`src/csrg_defines.svh`:
```
// register offsets, field positions, reset values and counts of the chip-select block
// Notes on behaviour
// - registers are 16 bits in a relocatable 256-byte block answered internally
// - selects assert for cpu and dma cycles alike in their area
// - latched address bits one and two may be driven out
// - six memory selects: one upper, one lower, four mid-range
// - upper area ends at the top of memory, holding the reset start
// - lower area starts at address zero, holding the vector table
// - mid-range block has programmable base and size outside upper and lower
// - seven peripheral selects cover seven 128-byte blocks above a base
// - peripheral base lies in memory or i/o space, matching only that space
// - each area inserts zero to three programmed wait states
// - per area, external ready is ignored or combined with internal ready
// - all selects are high while reset is applied
// - upper control resets to 1k block, three waits plus external ready
// - other areas stay inactive until their control registers are written
// - enhanced mode turns mid selects 0,1,3 into coprocessor signals
// - mid select two covers one quarter of the block with its ready settings
// - refresh reads inside a programmed area assert that select
// - in compatible mode enhanced registers ignore writes and read zero
// - enhanced mode follows from the coprocessor busy strap
`ifndef CSRG_DEFINES_SVH
`define CSRG_DEFINES_SVH
`define CSRG_OFS_UPPER   8'ha0
`define CSRG_OFS_LOWER   8'ha2
`define CSRG_OFS_PERIPH  8'ha4
`define CSRG_OFS_MIDBASE 8'ha6
`define CSRG_OFS_MIDSIZE 8'ha8
`define CSRG_OFS_NPX     8'haa
`define CSRG_OFS_RELOC   8'hfe
`define CSRG_UPPER_RST   16'hfffb
`define CSRG_RELOC_RST   16'h00ff
`define CSRG_NPX_RST     16'h00f8
`define CSRG_F_IGN       2
`define CSRG_F_WAIT_HI   1
`define CSRG_F_BASE_LO   6
`define CSRG_F_PMEM      5
`define CSRG_F_AOUT      3
`define CSRG_F_RMEM      12
`define CSRG_PER_BLOCKS  3'h7
`define CSRG_AREA_SHIFT  10
`endif

```
`src/csrg_pkg.sv`:
```
// types shared by the chip-select and ready generator
package csrg_pkg;
  typedef enum logic [1:0] {CSRG_CPU, CSRG_DMA, CSRG_REFRESH} csrg_kind_t;
  typedef struct packed {
    logic [19:0] addr;
    logic        io;
    logic        write;
    csrg_kind_t  kind;
    logic [15:0] wdata;
  } csrg_cycle_t;
  typedef struct packed {
    logic       ign_ext;
    logic [1:0] waits;
  } csrg_rdy_t;
endpackage

```
`src/csrg_top.sv`:
```
// chip-select and ready generator: area decode, wait states, control block registers
`timescale 1ns/1ps
`include "csrg_defines.svh"
module csrg_top
  import csrg_pkg::*;
(
  input  wire logic        clk,
  input  wire logic        reset,
  input  wire logic        cycle_start,
  input  csrg_cycle_t      cycle,
  input  wire logic        ext_ready,
  input  wire logic        coproc_busy,
  input  wire logic [1:0]  midrange_pin_in,
  output logic             ready_q,
  output logic             ctl_hit_q,
  output logic [15:0]      rdata_q,
  output logic             upper_memory_select_n_q,
  output logic             lower_memory_select_n_q,
  output logic [3:0]       midrange_memory_select_n_q,
  output logic [1:0]       midrange_pin_oe_n_q,
  output logic [6:0]       periph_select_n_q,
  output logic [1:0]       latched_addr_q,
  output logic             enhanced_q,
  output logic             coproc_extension_request_q,
  output logic             coproc_error_q
);
  typedef enum {ST_IDLE, ST_BUSY, ST_END} csrg_state_t;

  csrg_state_t state_q;
  // programmed state; each enable below stands for a first write of its area
  logic [15:0] upper_select_control_q;
  logic [15:0] lower_ctl_q;
  logic [15:0] per_ctl_q;
  logic [15:0] mid_base_q;
  logic [15:0] mid_size_q;
  logic [15:0] npx_q;
  logic [15:0] reloc_q;
  logic        lower_ok_q;
  logic        per_ok_q;
  logic        midb_ok_q;
  logic        mids_ok_q;
  logic        busy_low_q;
  logic        in_reset_q;

  // ready settings sit in the low three bits of the upper, lower, peripheral and mid base registers
  function automatic csrg_rdy_t rdy_of(input logic [15:0] c);
    rdy_of.ign_ext = c[`CSRG_F_IGN];
    rdy_of.waits   = c[`CSRG_F_WAIT_HI:0];
  endfunction

  // area start as a full 20-bit byte address, 1k granular
  function automatic logic [19:0] base_of(input logic [15:0] c);
    base_of = {c[15:`CSRG_F_BASE_LO], 10'h000};
  endfunction

  // 1k area number of a byte address, shared by the upper and lower compares
  function automatic logic [9:0] area_of(input logic [19:0] a);
    area_of = a[19:`CSRG_AREA_SHIFT];
  endfunction

  // ---------------- decode of the presented cycle ----------------
  logic        is_mem;
  logic        ctl_hit;
  logic        up_hit;
  logic        lo_hit;
  logic [19:0] mid_off;
  logic [4:0]  mid_bits;
  logic        mid_hit;
  logic [1:0]  mid_idx;
  logic [19:0] per_off;
  logic [2:0]  per_blk;
  logic        per_hit;
  logic        npx_hit;
  logic [3:0]  mid_vec;
  logic [6:0]  per_vec;
  csrg_rdy_t   rdy_sel;

  // dma and refresh cycles decode exactly like cpu cycles
  assign is_mem = ~cycle.io;
  // control block matched on the upper twelve address bits and its space
  assign ctl_hit = (cycle.addr[19:8] == reloc_q[11:0])
                   && (is_mem == reloc_q[`CSRG_F_RMEM]);
  assign up_hit = is_mem && (area_of(cycle.addr)
                  >= upper_select_control_q[15:`CSRG_F_BASE_LO]);
  assign lo_hit = is_mem && lower_ok_q && (area_of(cycle.addr)
                  <= lower_ctl_q[15:`CSRG_F_BASE_LO]);
  assign mid_off  = cycle.addr - base_of(mid_base_q);
  assign mid_bits = 5'(`CSRG_AREA_SHIFT) + {1'b0, mid_size_q[3:0]};
  // the block never overlaps upper or lower; those win if programmed so
  assign mid_hit = is_mem && midb_ok_q && mids_ok_q && !up_hit && !lo_hit
                   && ((mid_off >> mid_bits) == 20'h00000);
  // quarter index: top two offset bits inside the block
  assign mid_idx = 2'((mid_off >> (mid_bits - 5'h2)) & 20'h00003);
  assign per_off = cycle.addr - base_of(per_ctl_q);
  // 128-byte block number inside the 1k peripheral window
  assign per_blk = per_off[9:7];
  // seven 128-byte blocks; the eighth slot of the 1k window is not decoded
  assign per_hit = per_ok_q && (is_mem == per_ctl_q[`CSRG_F_PMEM])
                   && (per_off[19:10] == 10'h000)
                   && (per_blk != `CSRG_PER_BLOCKS);
  assign npx_hit = enhanced_q && cycle.io
                   && (cycle.addr[15:3] == npx_q[15:3]);

  // select vectors, with enhanced mode reassigning mid selects 0, 1 and 3
  always_comb begin
    mid_vec = 4'h0;
    per_vec = 7'h00;
    if (mid_hit) begin
      mid_vec[mid_idx] = 1'b1;
    end
    if (enhanced_q) begin
      mid_vec[0] = 1'b0;
      mid_vec[1] = 1'b0;
      mid_vec[3] = npx_hit;
    end
    if (per_hit) begin
      per_vec[per_blk] = 1'b1;
    end
  end

  // ready settings of the matched area; no match means external ready alone
  always_comb begin
    rdy_sel = '{ign_ext: 1'b0, waits: 2'h0};
    // the control block answers by itself, with no waits and no external ready
    if (ctl_hit) begin
      rdy_sel = '{ign_ext: 1'b1, waits: 2'h0};
    end else if (up_hit) begin
      rdy_sel = rdy_of(upper_select_control_q);
    end else if (lo_hit) begin
      rdy_sel = rdy_of(lower_ctl_q);
    end else if (mid_hit) begin
      rdy_sel = rdy_of(mid_base_q);
    end else if (per_hit) begin
      rdy_sel = rdy_of(per_ctl_q);
    end
  end

  // ---------------- cycle sequencing ----------------
  logic wait_done;
  logic take;

  // a request is taken only once the previous cycle has fully ended
  assign take = cycle_start && (state_q == ST_IDLE);

  // counting lives in its own module; each area only hands over its settings
  csrg_wait_gen u_wait (
    .clk       (clk),
    .reset     (reset),
    .start     (take),
    .cfg       (rdy_sel),
    .ext_ready (ext_ready),
    .done      (wait_done)
  );

  // selects hold from the start edge until the edge after the ready pulse
  always_ff @(posedge clk) begin
    if (reset) begin
      state_q <= ST_IDLE;
    end else begin
      unique case (state_q)
        ST_IDLE: begin
          if (cycle_start) begin
            state_q <= ST_BUSY;
          end
        end
        ST_BUSY: begin
          if (wait_done) begin
            state_q <= ST_END;
          end
        end
        // one closing cycle lets the selects rise before a new start is taken
        ST_END: begin
          state_q <= ST_IDLE;
        end
      endcase
    end
  end

  // one-cycle ready pulse ends the bus cycle
  always_ff @(posedge clk) begin
    if (reset) begin
      ready_q <= 1'b0;
    end else begin
      ready_q <= wait_done;
    end
  end

  // active-low selects latched at cycle start and held through the waits
  always_ff @(posedge clk) begin
    if (reset) begin
      upper_memory_select_n_q    <= 1'b1;
      lower_memory_select_n_q    <= 1'b1;
      midrange_memory_select_n_q <= 4'hf;
      periph_select_n_q          <= 7'h7f;
      ctl_hit_q                  <= 1'b0;
    end else if (take) begin
      upper_memory_select_n_q    <= ~(up_hit && !ctl_hit);
      lower_memory_select_n_q    <= ~(lo_hit && !ctl_hit);
      midrange_memory_select_n_q <= ctl_hit ? 4'hf : ~mid_vec;
      periph_select_n_q          <= ctl_hit ? 7'h7f : ~per_vec;
      ctl_hit_q                  <= ctl_hit;
    end else if (state_q == ST_END) begin
      upper_memory_select_n_q    <= 1'b1;
      lower_memory_select_n_q    <= 1'b1;
      midrange_memory_select_n_q <= 4'hf;
      periph_select_n_q          <= 7'h7f;
      ctl_hit_q                  <= 1'b0;
    end
  end

  // the option bit is undefined until the peripheral register is first written
  logic aout_en;
  assign aout_en = per_ok_q && per_ctl_q[`CSRG_F_AOUT];

  // address bits one and two held for slow peripherals when enabled
  always_ff @(posedge clk) begin
    if (reset) begin
      latched_addr_q <= 2'h0;
    end else if (take) begin
      latched_addr_q <= aout_en ? cycle.addr[2:1] : 2'h0;
    end
  end

  // ---------------- control block registers ----------------
  logic ctl_wr;
  logic ctl_rd;
  logic [7:0] ofs;

  // control accesses are decoded once, on the edge that takes the cycle
  assign ctl_wr = take && ctl_hit && cycle.write;
  assign ctl_rd = take && ctl_hit && !cycle.write;
  // byte bit zero is ignored: every register is a whole word
  assign ofs    = {cycle.addr[7:1], 1'b0};

  // upper area is live from reset on; the rest wait for a first write
  always_ff @(posedge clk) begin
    if (reset) begin
      upper_select_control_q <= `CSRG_UPPER_RST;
      reloc_q                <= `CSRG_RELOC_RST;
    end else if (ctl_wr) begin
      if (ofs == `CSRG_OFS_UPPER) begin
        upper_select_control_q <= cycle.wdata;
      end
      // low twelve bits give address bits 19..8, bit twelve picks memory space
      if (ofs == `CSRG_OFS_RELOC) begin
        reloc_q <= cycle.wdata;
      end
    end
  end

  // contents undefined after reset, so only the enables are cleared
  always_ff @(posedge clk) begin
    if (reset) begin
      lower_ok_q <= 1'b0;
      per_ok_q   <= 1'b0;
      midb_ok_q  <= 1'b0;
      mids_ok_q  <= 1'b0;
    end else if (ctl_wr) begin
      lower_ok_q <= lower_ok_q || (ofs == `CSRG_OFS_LOWER);
      per_ok_q   <= per_ok_q || (ofs == `CSRG_OFS_PERIPH);
      midb_ok_q  <= midb_ok_q || (ofs == `CSRG_OFS_MIDBASE);
      mids_ok_q  <= mids_ok_q || (ofs == `CSRG_OFS_MIDSIZE);
    end
  end

  // data registers carry no reset: the enables above keep them harmless
  always_ff @(posedge clk) begin
    if (ctl_wr) begin
      if (ofs == `CSRG_OFS_LOWER) begin
        lower_ctl_q <= cycle.wdata;
      end
      if (ofs == `CSRG_OFS_PERIPH) begin
        per_ctl_q <= cycle.wdata;
      end
      if (ofs == `CSRG_OFS_MIDBASE) begin
        mid_base_q <= cycle.wdata;
      end
      if (ofs == `CSRG_OFS_MIDSIZE) begin
        mid_size_q <= cycle.wdata;
      end
    end
  end

  // coprocessor port register exists only in enhanced mode
  always_ff @(posedge clk) begin
    if (reset) begin
      npx_q <= `CSRG_NPX_RST;
    end else if (ctl_wr && enhanced_q && ofs == `CSRG_OFS_NPX) begin
      npx_q <= cycle.wdata;
    end
  end

  // read data; unmapped offsets and hidden enhanced registers read zero
  // the word is captured on the taking edge and stands until the next read
  always_ff @(posedge clk) begin
    if (reset) begin
      rdata_q <= 16'h0000;
    end else if (ctl_rd) begin
      unique case (ofs)
        `CSRG_OFS_UPPER:   rdata_q <= upper_select_control_q;
        `CSRG_OFS_LOWER:   rdata_q <= lower_ctl_q;
        `CSRG_OFS_PERIPH:  rdata_q <= per_ctl_q;
        `CSRG_OFS_MIDBASE: rdata_q <= mid_base_q;
        `CSRG_OFS_MIDSIZE: rdata_q <= mid_size_q;
        `CSRG_OFS_NPX:     rdata_q <= enhanced_q ? npx_q : 16'h0000;
        `CSRG_OFS_RELOC:   rdata_q <= reloc_q;
        default:           rdata_q <= 16'h0000;
      endcase
    end
  end

  // ---------------- operating mode ----------------
  // busy low on the last reset edge and high on release selects enhanced mode;
  // only the last edge counts, so an unknown level early in reset is forgotten
  always_ff @(posedge clk) begin
    in_reset_q <= reset;
    if (reset) begin
      busy_low_q <= !coproc_busy;
    end
  end

  // strap verdict, looked at only on the first edge after release
  logic strap_enh;
  assign strap_enh = busy_low_q && coproc_busy;

  // mode and mid pin direction turn together, so no pin is driven against an input
  always_ff @(posedge clk) begin
    if (reset) begin
      enhanced_q          <= 1'b0;
      midrange_pin_oe_n_q <= 2'h0;
    end else if (in_reset_q) begin
      enhanced_q          <= strap_enh;
      midrange_pin_oe_n_q <= {2{strap_enh}};
    end
  end

  // in enhanced mode mid pins 0 and 1 are coprocessor inputs; error is active low
  always_ff @(posedge clk) begin
    if (reset) begin
      coproc_extension_request_q <= 1'b0;
      coproc_error_q             <= 1'b0;
    end else begin
      coproc_extension_request_q <= enhanced_q && midrange_pin_in[0];
      coproc_error_q             <= enhanced_q && !midrange_pin_in[1];
    end
  end
endmodule

```
`src/csrg_wait_gen.sv`:
```
// wait-state counter that ends a bus cycle from programmed waits and external ready
`timescale 1ns/1ps
module csrg_wait_gen
  import csrg_pkg::*;
(
  input  wire logic      clk,
  input  wire logic      reset,
  input  wire logic      start,
  input  csrg_rdy_t      cfg,
  input  wire logic      ext_ready,
  output logic           done
);
  logic       busy_q;
  logic [1:0] cnt_q;
  logic       ign_q;

  // load the count at cycle start, then count down once per clock
  always_ff @(posedge clk) begin
    if (reset) begin
      busy_q <= 1'b0;
      cnt_q  <= 2'h0;
      ign_q  <= 1'b0;
    end else if (start) begin
      busy_q <= 1'b1;
      cnt_q  <= cfg.waits;
      ign_q  <= cfg.ign_ext;
    end else if (busy_q) begin
      if (cnt_q != 2'h0) begin
        cnt_q <= cnt_q - 2'h1;
      end else if (done) begin
        busy_q <= 1'b0;
      end
    end
  end

  // external ready only counts once the internal waits have run out
  assign done = busy_q && (cnt_q == 2'h0) && (ign_q || ext_ready);
endmodule

```
`config.mk`:
```
export PLATFORM = sky130hd
export DESIGN_NAME = csrg_top
export DESIGN_NICKNAME = d
export VERILOG_FILES = /design/src/csrg_pkg.sv /design/src/csrg_top.sv /design/src/csrg_wait_gen.sv
export VERILOG_INCLUDE_DIRS = /design/src
export SDC_FILE = /design/constraint.sdc
export NUM_CORES = 1
export LEC_CHECK = 0
export BUFFER_PORTS_ARGS = -buffer_cell sky130_fd_sc_hd__buf_4
export CORE_MARGIN = 5
export CORE_UTILIZATION = 40
export CTS_BUF_LIST = sky130_fd_sc_hd__clkbuf_4
export DETAILED_ROUTE_END_ITERATION = 6
export PLACE_DENSITY = 0.69
export SLEW_MARGIN = 20
export SYNTH_ARGS = -nofsm -noshare
export SYNTH_HDL_FRONTEND = slang
export SYNTH_SLANG_ARGS = --single-unit
```
`constraint.sdc`:
```
create_clock -name clk -period 5.4 [get_ports clk]
set_clock_uncertainty 0.1 [all_clocks]
set_input_delay 0.27 -clock clk [delete_from_list [all_inputs] [get_ports clk]]
set_output_delay 0.27 -clock clk [all_outputs]
set_load 0.02 [all_outputs]
```
# After elaboration in Yosys (flattened, before gate mapping)

Cells that the tools add are included.

Bits in latches: 0
Output and inout bits: 38
Input bits: 47
Bits in registers: 191
Bits in read-only memories: 0
Logic and storage cells: 159
Memories kept: 0
Bits in writable memories: 0

Reductions and logical operators: 58
Equality and inequality tests: 17
Multiplexer cells: 37
$add $sub $neg: 5
Div/mod/pow operators: 0
Order comparisons: 6
Shift-type cells: 2
$mul: 0
Bitwise gates (word level): 5

Operator list:

| cell                                                 | number |
|---|---|
| case mux 16 bit (7 select lines)                     | 1 |
| case mux 32 bit (3 select lines)                     | 1 |
| zero test 32 bit                                     | 2 |
| two-way mux 32 bit                                   | 2 |
| equality test 7 bit, second input constant           | 7 |
| subtractor 20 bit                                    | 2 |
| equality test 32 x 1 -> 1 bit, second input constant | 1 |
| equality test 32 x 2 -> 1 bit, second input constant | 1 |
| equality test 32 x 3 -> 1 bit, second input constant | 1 |
| logical AND 1 bit                                    | 30 |
| two-way mux 7 bit                                    | 4 |
| zero test 20 bit                                     | 1 |
| right shift 20 x 5 -> 2 bit                          | 1 |
| right shift 20 x 5 -> 20 bit                         | 1 |
| two-way mux 16 bit                                   | 1 |
| two-way mux 4 bit                                    | 4 |
| AND reduction 2 bit                                  | 8 |
| two-way mux 3 bit                                    | 5 |
| equality test 13 bit                                 | 1 |
| equality test 12 bit                                 | 1 |
| two-way mux 1 bit                                    | 12 |
| >= comparator 10 bit                                 | 1 |
| less-or-equal comparator 10 bit                      | 1 |
| zero test 10 bit                                     | 1 |
| 20 further kinds                                     | 40 |

# Longest topological paths before layout

Word-level depth: 12
Gate-level depth with buffers: 12
Depth with buffers taken out: 12

# Modules after synthesis

Synthesis repeated with hierarchy kept, for this count alone.

Cells, all modules: 845
Area total of the unflattened synthesis: 8394.3 µm²

By module, submodules not included:

| module        | times used | area an instance (µm²) | cells an instance | sequential area each (µm²) |
|---|---|---|---|---|
| csrg_top      | 1          | 8195.4                 | 823               | 3773.6 |
| csrg_wait_gen | 1          | 198.9                  | 22                | 80.1 |

# Least setup slack after synthesis

No wires, ideal clock.

Path kind: register -> register
Start point: register mid_base_q[6]
End point: register midrange_memory_select_n_q[0]
Slack: 2.575 ns
Data arrival time: 2.598 ns
Path buffers: 0
Data required time: 5.173 ns
Cell stages (with the launch flop): 12
Setup time: 0.127 ns
Clock period less this slack: 2.825 ns
Path through: edfxtp_1 > ha_1 > fa_1 > nand2b_1 > a21o_1 > a311oi_2 > xnor2_1 > nand3_1 > o21ai_1 > a41oi_2 > nor4_1 > a31oi_1

Cells in the longest elaborated chain, start to end: 11
Elaborated cells between the ends (all ways): 15
Those cells by class: 1 x add/sub; 2 x order compare; 2 x shift; 6 x mux; 1 x bitwise; 3 x reduce/logical

Ends and longest elaborated chain:

| what                                                                                                     | RTL line        | RTL |
|---|---|---|
| start, declared                                                                                          | csrg_top.sv:34  | `logic [15:0] mid_base_q;` |
| start signal, assigned                                                                                   | csrg_top.sv:276 | `mid_base_q <= cycle.wdata;` |
| subtractor 20 bit (*)                                                                                    | csrg_top.sv:87  | `assign mid_off = cycle.addr - base_of(mid_base_q);` |
| right shift 20 x 5 -> 2 bit                                                                              | csrg_top.sv:93  | `assign mid_idx = 2'((mid_off >> (mid_bits - 5'h2)) & 20'h00003);` |
| < comparator 2 x 3 -> 1 bit (implied by the code) / >= comparator 2 x 1 -> 1 bit (equally long branches) | csrg_top.sv:109 | `mid_vec[mid_idx] = 1'b1;` |
| logical AND 1 bit (implied by the code)                                                                  | csrg_top.sv:109 |  |
| two-way mux 1 bit (implied by the code)                                                                  | csrg_top.sv:109 |  |
| demux 1 bit (select 2 bit)                                                                               | csrg_top.sv:109 |  |
| two-way mux 4 bit (*)                                                                                    | csrg_top.sv:108 | `if (mid_hit) begin` |
| two-way mux 2 bit (*)                                                                                    | csrg_top.sv:111 | `if (enhanced_q) begin` |
| NOT 4 bit (*)                                                                                            | csrg_top.sv:199 | `midrange_memory_select_n_q <= ctl_hit ? 4'hf : ~mid_vec;` |
| two-way mux 4 bit (*)                                                                                    | csrg_top.sv:199 |  |
| two-way mux 4 bit (*)                                                                                    | csrg_top.sv:196 | `end else if (take) begin` |
| end signal, assigned                                                                                     | csrg_top.sv:199 |  |
| end, declared                                                                                            | csrg_top.sv:19  | `output logic [3:0] midrange_memory_select_n_q,` |

Every way passes the cells marked *; elsewhere a longest branch is shown, timed or not.
A chain may end at the register's enable or synchronous reset.

# Worst setup path in the final report

Start point: register per_ctl_q[7]
End point: register periph_select_n_q[0]

Cells in the longest elaborated chain, start to end: 8

Ends and longest elaborated chain:

| what                           | RTL line        | RTL |
|---|---|---|
| start, declared                | csrg_top.sv:33  | `logic [15:0] per_ctl_q;` |
| start signal, assigned         | csrg_top.sv:273 | `per_ctl_q <= cycle.wdata;` |
| subtractor 20 bit              | csrg_top.sv:94  | `assign per_off = cycle.addr - base_of(per_ctl_q);` |
| zero test 10 bit               | csrg_top.sv:99  | `&& (per_off[19:10] == 10'h000)` |
| logical AND 1 bit (2 in a row) | csrg_top.sv:98  | `` assign per_hit = per_ok_q && (is_mem == per_ctl_q[`CSRG_F_PMEM]) `` |
| two-way mux 7 bit              | csrg_top.sv:116 | `if (per_hit) begin` |
| NOT 7 bit                      | csrg_top.sv:200 | `periph_select_n_q <= ctl_hit ? 7'h7f : ~per_vec;` |
| two-way mux 7 bit              | csrg_top.sv:200 |  |
| two-way mux 7 bit              | csrg_top.sv:196 |  |
| end signal, assigned           | csrg_top.sv:200 |  |
| end, declared                  | csrg_top.sv:21  | `output logic [6:0] periph_select_n_q,` |

No other way between the ends.

==> out/metrics.json <==
{
  "die": {
    "die_width_um": 153.8,
    "die-area_mm2": 0.02364,
    "core.rowCount": 52,
    "io_pins": 85,
    "core_area_mm2": 0.02030,
    "floorplan.initialDensity_pct": 40.72,
    "die_h_um": 153.8
  },
  "setup_path": {
    "cp_cell_sequence": "inv_1, ha_1, a21oi_2, o211ai_1, a221oi_1, mux2i_1, nor4_4, nand3b_1, o32ai_1, dlygate4sd3_1, nand2b_1",
    "worst-endpoint-required_ps": 5800,
    "worstPathArrival_ps": 3880,
    "critPathCaptureType": "register",
    "crit_path_start_kind": "register",
    "cpMaxStageDelayCell": "sky130_fd_sc_hd__dlygate4sd3_1",
    "timing.setup.critical_path_class": "register to register",
    "timing.critical_path.slowest_cell_delay_ps": 580,
    "crit_buf_inv": 2,
    "critical_path.top_delay_family": "compound AO/OA/AOI/OAI gates",
    "worstPathMaxFanout": 5
  },
  "placement": {
    "place_area_mm2": 0.009059,
    "place_congestion": 0.8680,
    "io_buffers": 81,
    "dpl.cell_count": 1175,
    "detailedPlace.worstSlack_ps": 1785,
    "sum_of_net_half_perimeters_after_detailed_placement_um": 17000
  },
  "hold_path": {
    "hp_class": "input pin to register"
  },
  "timing": {
    "timing.fmax_ghz": 0.2875,
    "final.period_utilization_pct": 64.41,
    "worstMarginPinSlew_ps": 1101,
    "post-route-worst-setup-slack_ps": 1922,
    "post_route_setup_tns_ps": 0,
    "setup_viol": 0,
    "finalHoldViolCount": 0,
    "finalWorstPathRequiredPeriod_ps": 3478,
    "rsz0062_at_grt": "false",
    "max_slew_margin_pct": 26.62,
    "finalMaxSlewViolations": 0
  },
  "drt": {
    "firstDrtPassIters": 6,
    "num_vias": 7066,
    "drtIter0Drc": 646,
    "sum_of_routed_wire_length_over_all_layers_um": 24410,
    "avgRoutedWirePerCell_um": 19.78,
    "post_drt_via_cell_ratio": 5.726,
    "drt_drc_violations_left": 0,
    "route.antenna.remaining_nets": 0
  },
  "synthesis": {
    "yosysSeqAreaShare_pct": 46.62,
    "ys_warn_count": 0,
    "postSynthNetCount": 954,
    "post_synth.cell_area_avg_um2": 9.579,
    "postSynth.asyncResetShare_pct": 0,
    "yosys_most_used_dff": "sky130_fd_sc_hd__dfxtp_1",
    "netlist_area_mm2": 0.008267,
    "synth_seq_cells": 160,
    "synth_cell_types": 68,
    "synth_cells": 863,
    "count_of_flip_flops_with_a_built_in_enable_after_synthesis": 65
  },
  "power_and_ir_drop": {
    "cellInternalPower_mw": 1.641,
    "power.share.switching_pct": 29.00,
    "cellLeakagePower_nw": 3.786,
    "relative_contribution_of_the_clock_network_to_total_power_pct": 29.8,
    "total_power_mw": 2.312,
    "share_of_total_power_in_combinational_logic_pct": 14.7,
    "power_density_normalized_to_cell_area_mw_per_mm2": 241.2,
    "power_frac_seq_pct": 55.5,
    "switching_power_mw": 0.6705,
    "ir_drop_mv": 0.1597
  },
  "cts": {
    "cts_made_buffers": 17,
    "cts_buffer_depth": 2,
    "postCtsResizedCells": 0,
    "clock_tree_from_tritoncts": "done",
    "clock-sinks": 160,
    "clk_pin_slew_worst_paths_ps": 140,
    "cts-root-buf": "sky130_fd_sc_hd__clkbuf_4",
    "cts_setup_buffers": 0,
    "clk-insertion-delay-late_ps": 590,
    "cts.htree.levels": 4
  },
  "cells_and_area": {
    "synthToLayoutAreaGrowth_pct": 15.94,
    "final-seq-area_mm2": 0.003854,
    "multi_input_area_mm2": 0.004013,
    "layout.nets": 1041,
    "fill_cell_count": 1946,
    "layout.cell_area.non_filler_mm2": 0.009584,
    "layout-drive-gt1-share_pct": 14.43,
    "finalNonFillerCells": 1234
  },
  "grt": {
    "global_route.overflow_total": 0,
    "first_global_vias": 6668,
    "grt_first_pass_wirelength_um": 37980,
    "grt.total_usage_pct": 20.41,
    "largest_net_degree_at_the_start_of_global_routing": 100,
    "initial_antenna_violation_count": 1
  },
  "status": {
    "run_status": "complete, no violations"
  },
  "run": {
    "maxCapViolations": 0
  }
}
-- final timing paths --
check                             startpoint              endpoint  slack, ps  cells past startpoint
worst max-delay path            per_ctl_q[7]  periph_select_n_q[0]       1920                     11
worst min register to register      npx_q[1]              npx_q[1]        360                      2
worst max register to register  per_ctl_q[7]  periph_select_n_q[0]       1920                     11
worst min-delay path               cycle[27]  periph_select_n_q[5]         50                      4
-- state kept, by name, indices dropped and copies added, names as in the netlist, 4 cells and up --
signal,cells
lower_ctl_q,16
mid_base_q,16
mid_size_q,16
npx_q,16
per_ctl_q,16
rdata_q,16
reloc_q,16
upper_select_control_q,16
periph_select_n_q,7
midrange_memory_select_n_q,4
-- cells by family after synthesis --
family,count (synthesis),synth area share [%]
simple gates,313,18.39
mux,6,0.7265
fa+ha+maj,44,6.750
buf+inv,99,4.965
flops,160,46.62
xor+xnor,39,4.132
compound gates,202,18.42
-- layer usage --
metal	vias to the layer above	routed length (µm)	GRT usage, %	part of all wire, %
met5	-	0	0	0
met2	301	11700	33.32	48
met1	3381	10480	28.17	43
met4	0	382	5.677	1.6
li1	3350	-	-	-
met3	34	1854	3.345	7.6
-- placed cells by master (no fill, tap or decap), types with 11 or more instances in the layout --
| cell | instances |
|---|---|
| sky130_fd_sc_hd__nand2_1 | 100 |
| sky130_fd_sc_hd__a211o_1 | 16 |
| sky130_fd_sc_hd__nand3_1 | 25 |
| sky130_fd_sc_hd__a22oi_1 | 18 |
| sky130_fd_sc_hd__a222oi_1 | 32 |
| sky130_fd_sc_hd__nor2_1 | 82 |
| sky130_fd_sc_hd__nand2b_1 | 17 |
| sky130_fd_sc_hd__ha_1 | 43 |
| sky130_fd_sc_hd__xor2_1 | 31 |
| sky130_fd_sc_hd__o21ai_0 | 14 |
| sky130_fd_sc_hd__dfxtp_1 | 95 |
| sky130_fd_sc_hd__nor3_1 | 16 |
| sky130_fd_sc_hd__clkbuf_4 | 18 |
| sky130_fd_sc_hd__buf_4 | 87 |
| sky130_fd_sc_hd__edfxtp_1 | 65 |
| sky130_fd_sc_hd__inv_1 | 54 |
| sky130_fd_sc_hd__a21oi_1 | 51 |
| sky130_fd_sc_hd__dlygate4sd3_1 | 26 |
| sky130_fd_sc_hd__and3_1 | 11 |
| sky130_fd_sc_hd__nand3b_1 | 14 |
-- final cells by class --
cell class	instances	share of cell area (%)
Clock inverter	14	1.319
Clock buffer	18	1.410
Timing Repair Buffer	113	9.530
Sequential cell	160	40.21
Multi-Input combinational cell	604	41.87
Tap cell	270	3.525
Inverter	54	2.115
Antenna cell	1	0.02611
-- what timing repair did --
action | CTS | global route
hold buffers | 26 | 0
endpoints found under the setup margin | 0 | 0
hold endpoints to repair | 128 | 0
-- synthesized netlist by cell type, drive strengths merged (6+ instances only) --
master,count,area share [%]
edfxtp,65,24
nor2,83,3.8
nor3,19,1.4
a21oi,52,3.2
buf,21,1.4
o22ai,7,0.53
nand4,7,0.53
dfxtp,95,23
a211oi,12,1.2
clkbuf,24,1.1
nor2b,11,0.83
ha,43,6.5
o21ai,15,0.91
inv,54,2.5
o211ai,9,0.82
xor2,31,3.3
a31oi,8,0.61
nor4,11,1.0
a211o,16,1.7
mux2i,6,0.73
a22oi,18,1.6
nand2b,17,1.3
xnor2,8,0.85
and3,12,0.91
nand3b,14,1.3
a222oi,32,3.9
nand2,100,4.5
nand3,25,1.5
-- worst min-delay path, stage by stage --
cell and delay (ps):
sky130_fd_sc_hd__buf_4 150, sky130_fd_sc_hd__nand3_1 140, sky130_fd_sc_hd__o22ai_1 100, sky130_fd_sc_hd__nand2b_1 60
-- power groups by stage --
| stage | sequential, mW | combinational (mW) | clock, mW |
|---|---|---|---|
| floorplan | 1.31 | 0.212 | 0 |
| global placement | 1.31 | 0.317 | 0 |
| global route | 1.28 | 0.379 | 0.757 |
| detailed placement | 1.31 | 0.322 | 0 |
| finish | 1.28 | 0.340 | 0.690 |
| CTS | 1.28 | 0.339 | 0.700 |
-- per-stage QoR --
step	hold slack, ps	utilization, %
final	52.58	47.21
after global routing	30.61	47.21
after CTS	12.44	47.20
after detailed placement	334.2	44.63
after global placement	333.4	44.63
after floorplan	197.7	-
(Power assumes the default switching activity.)
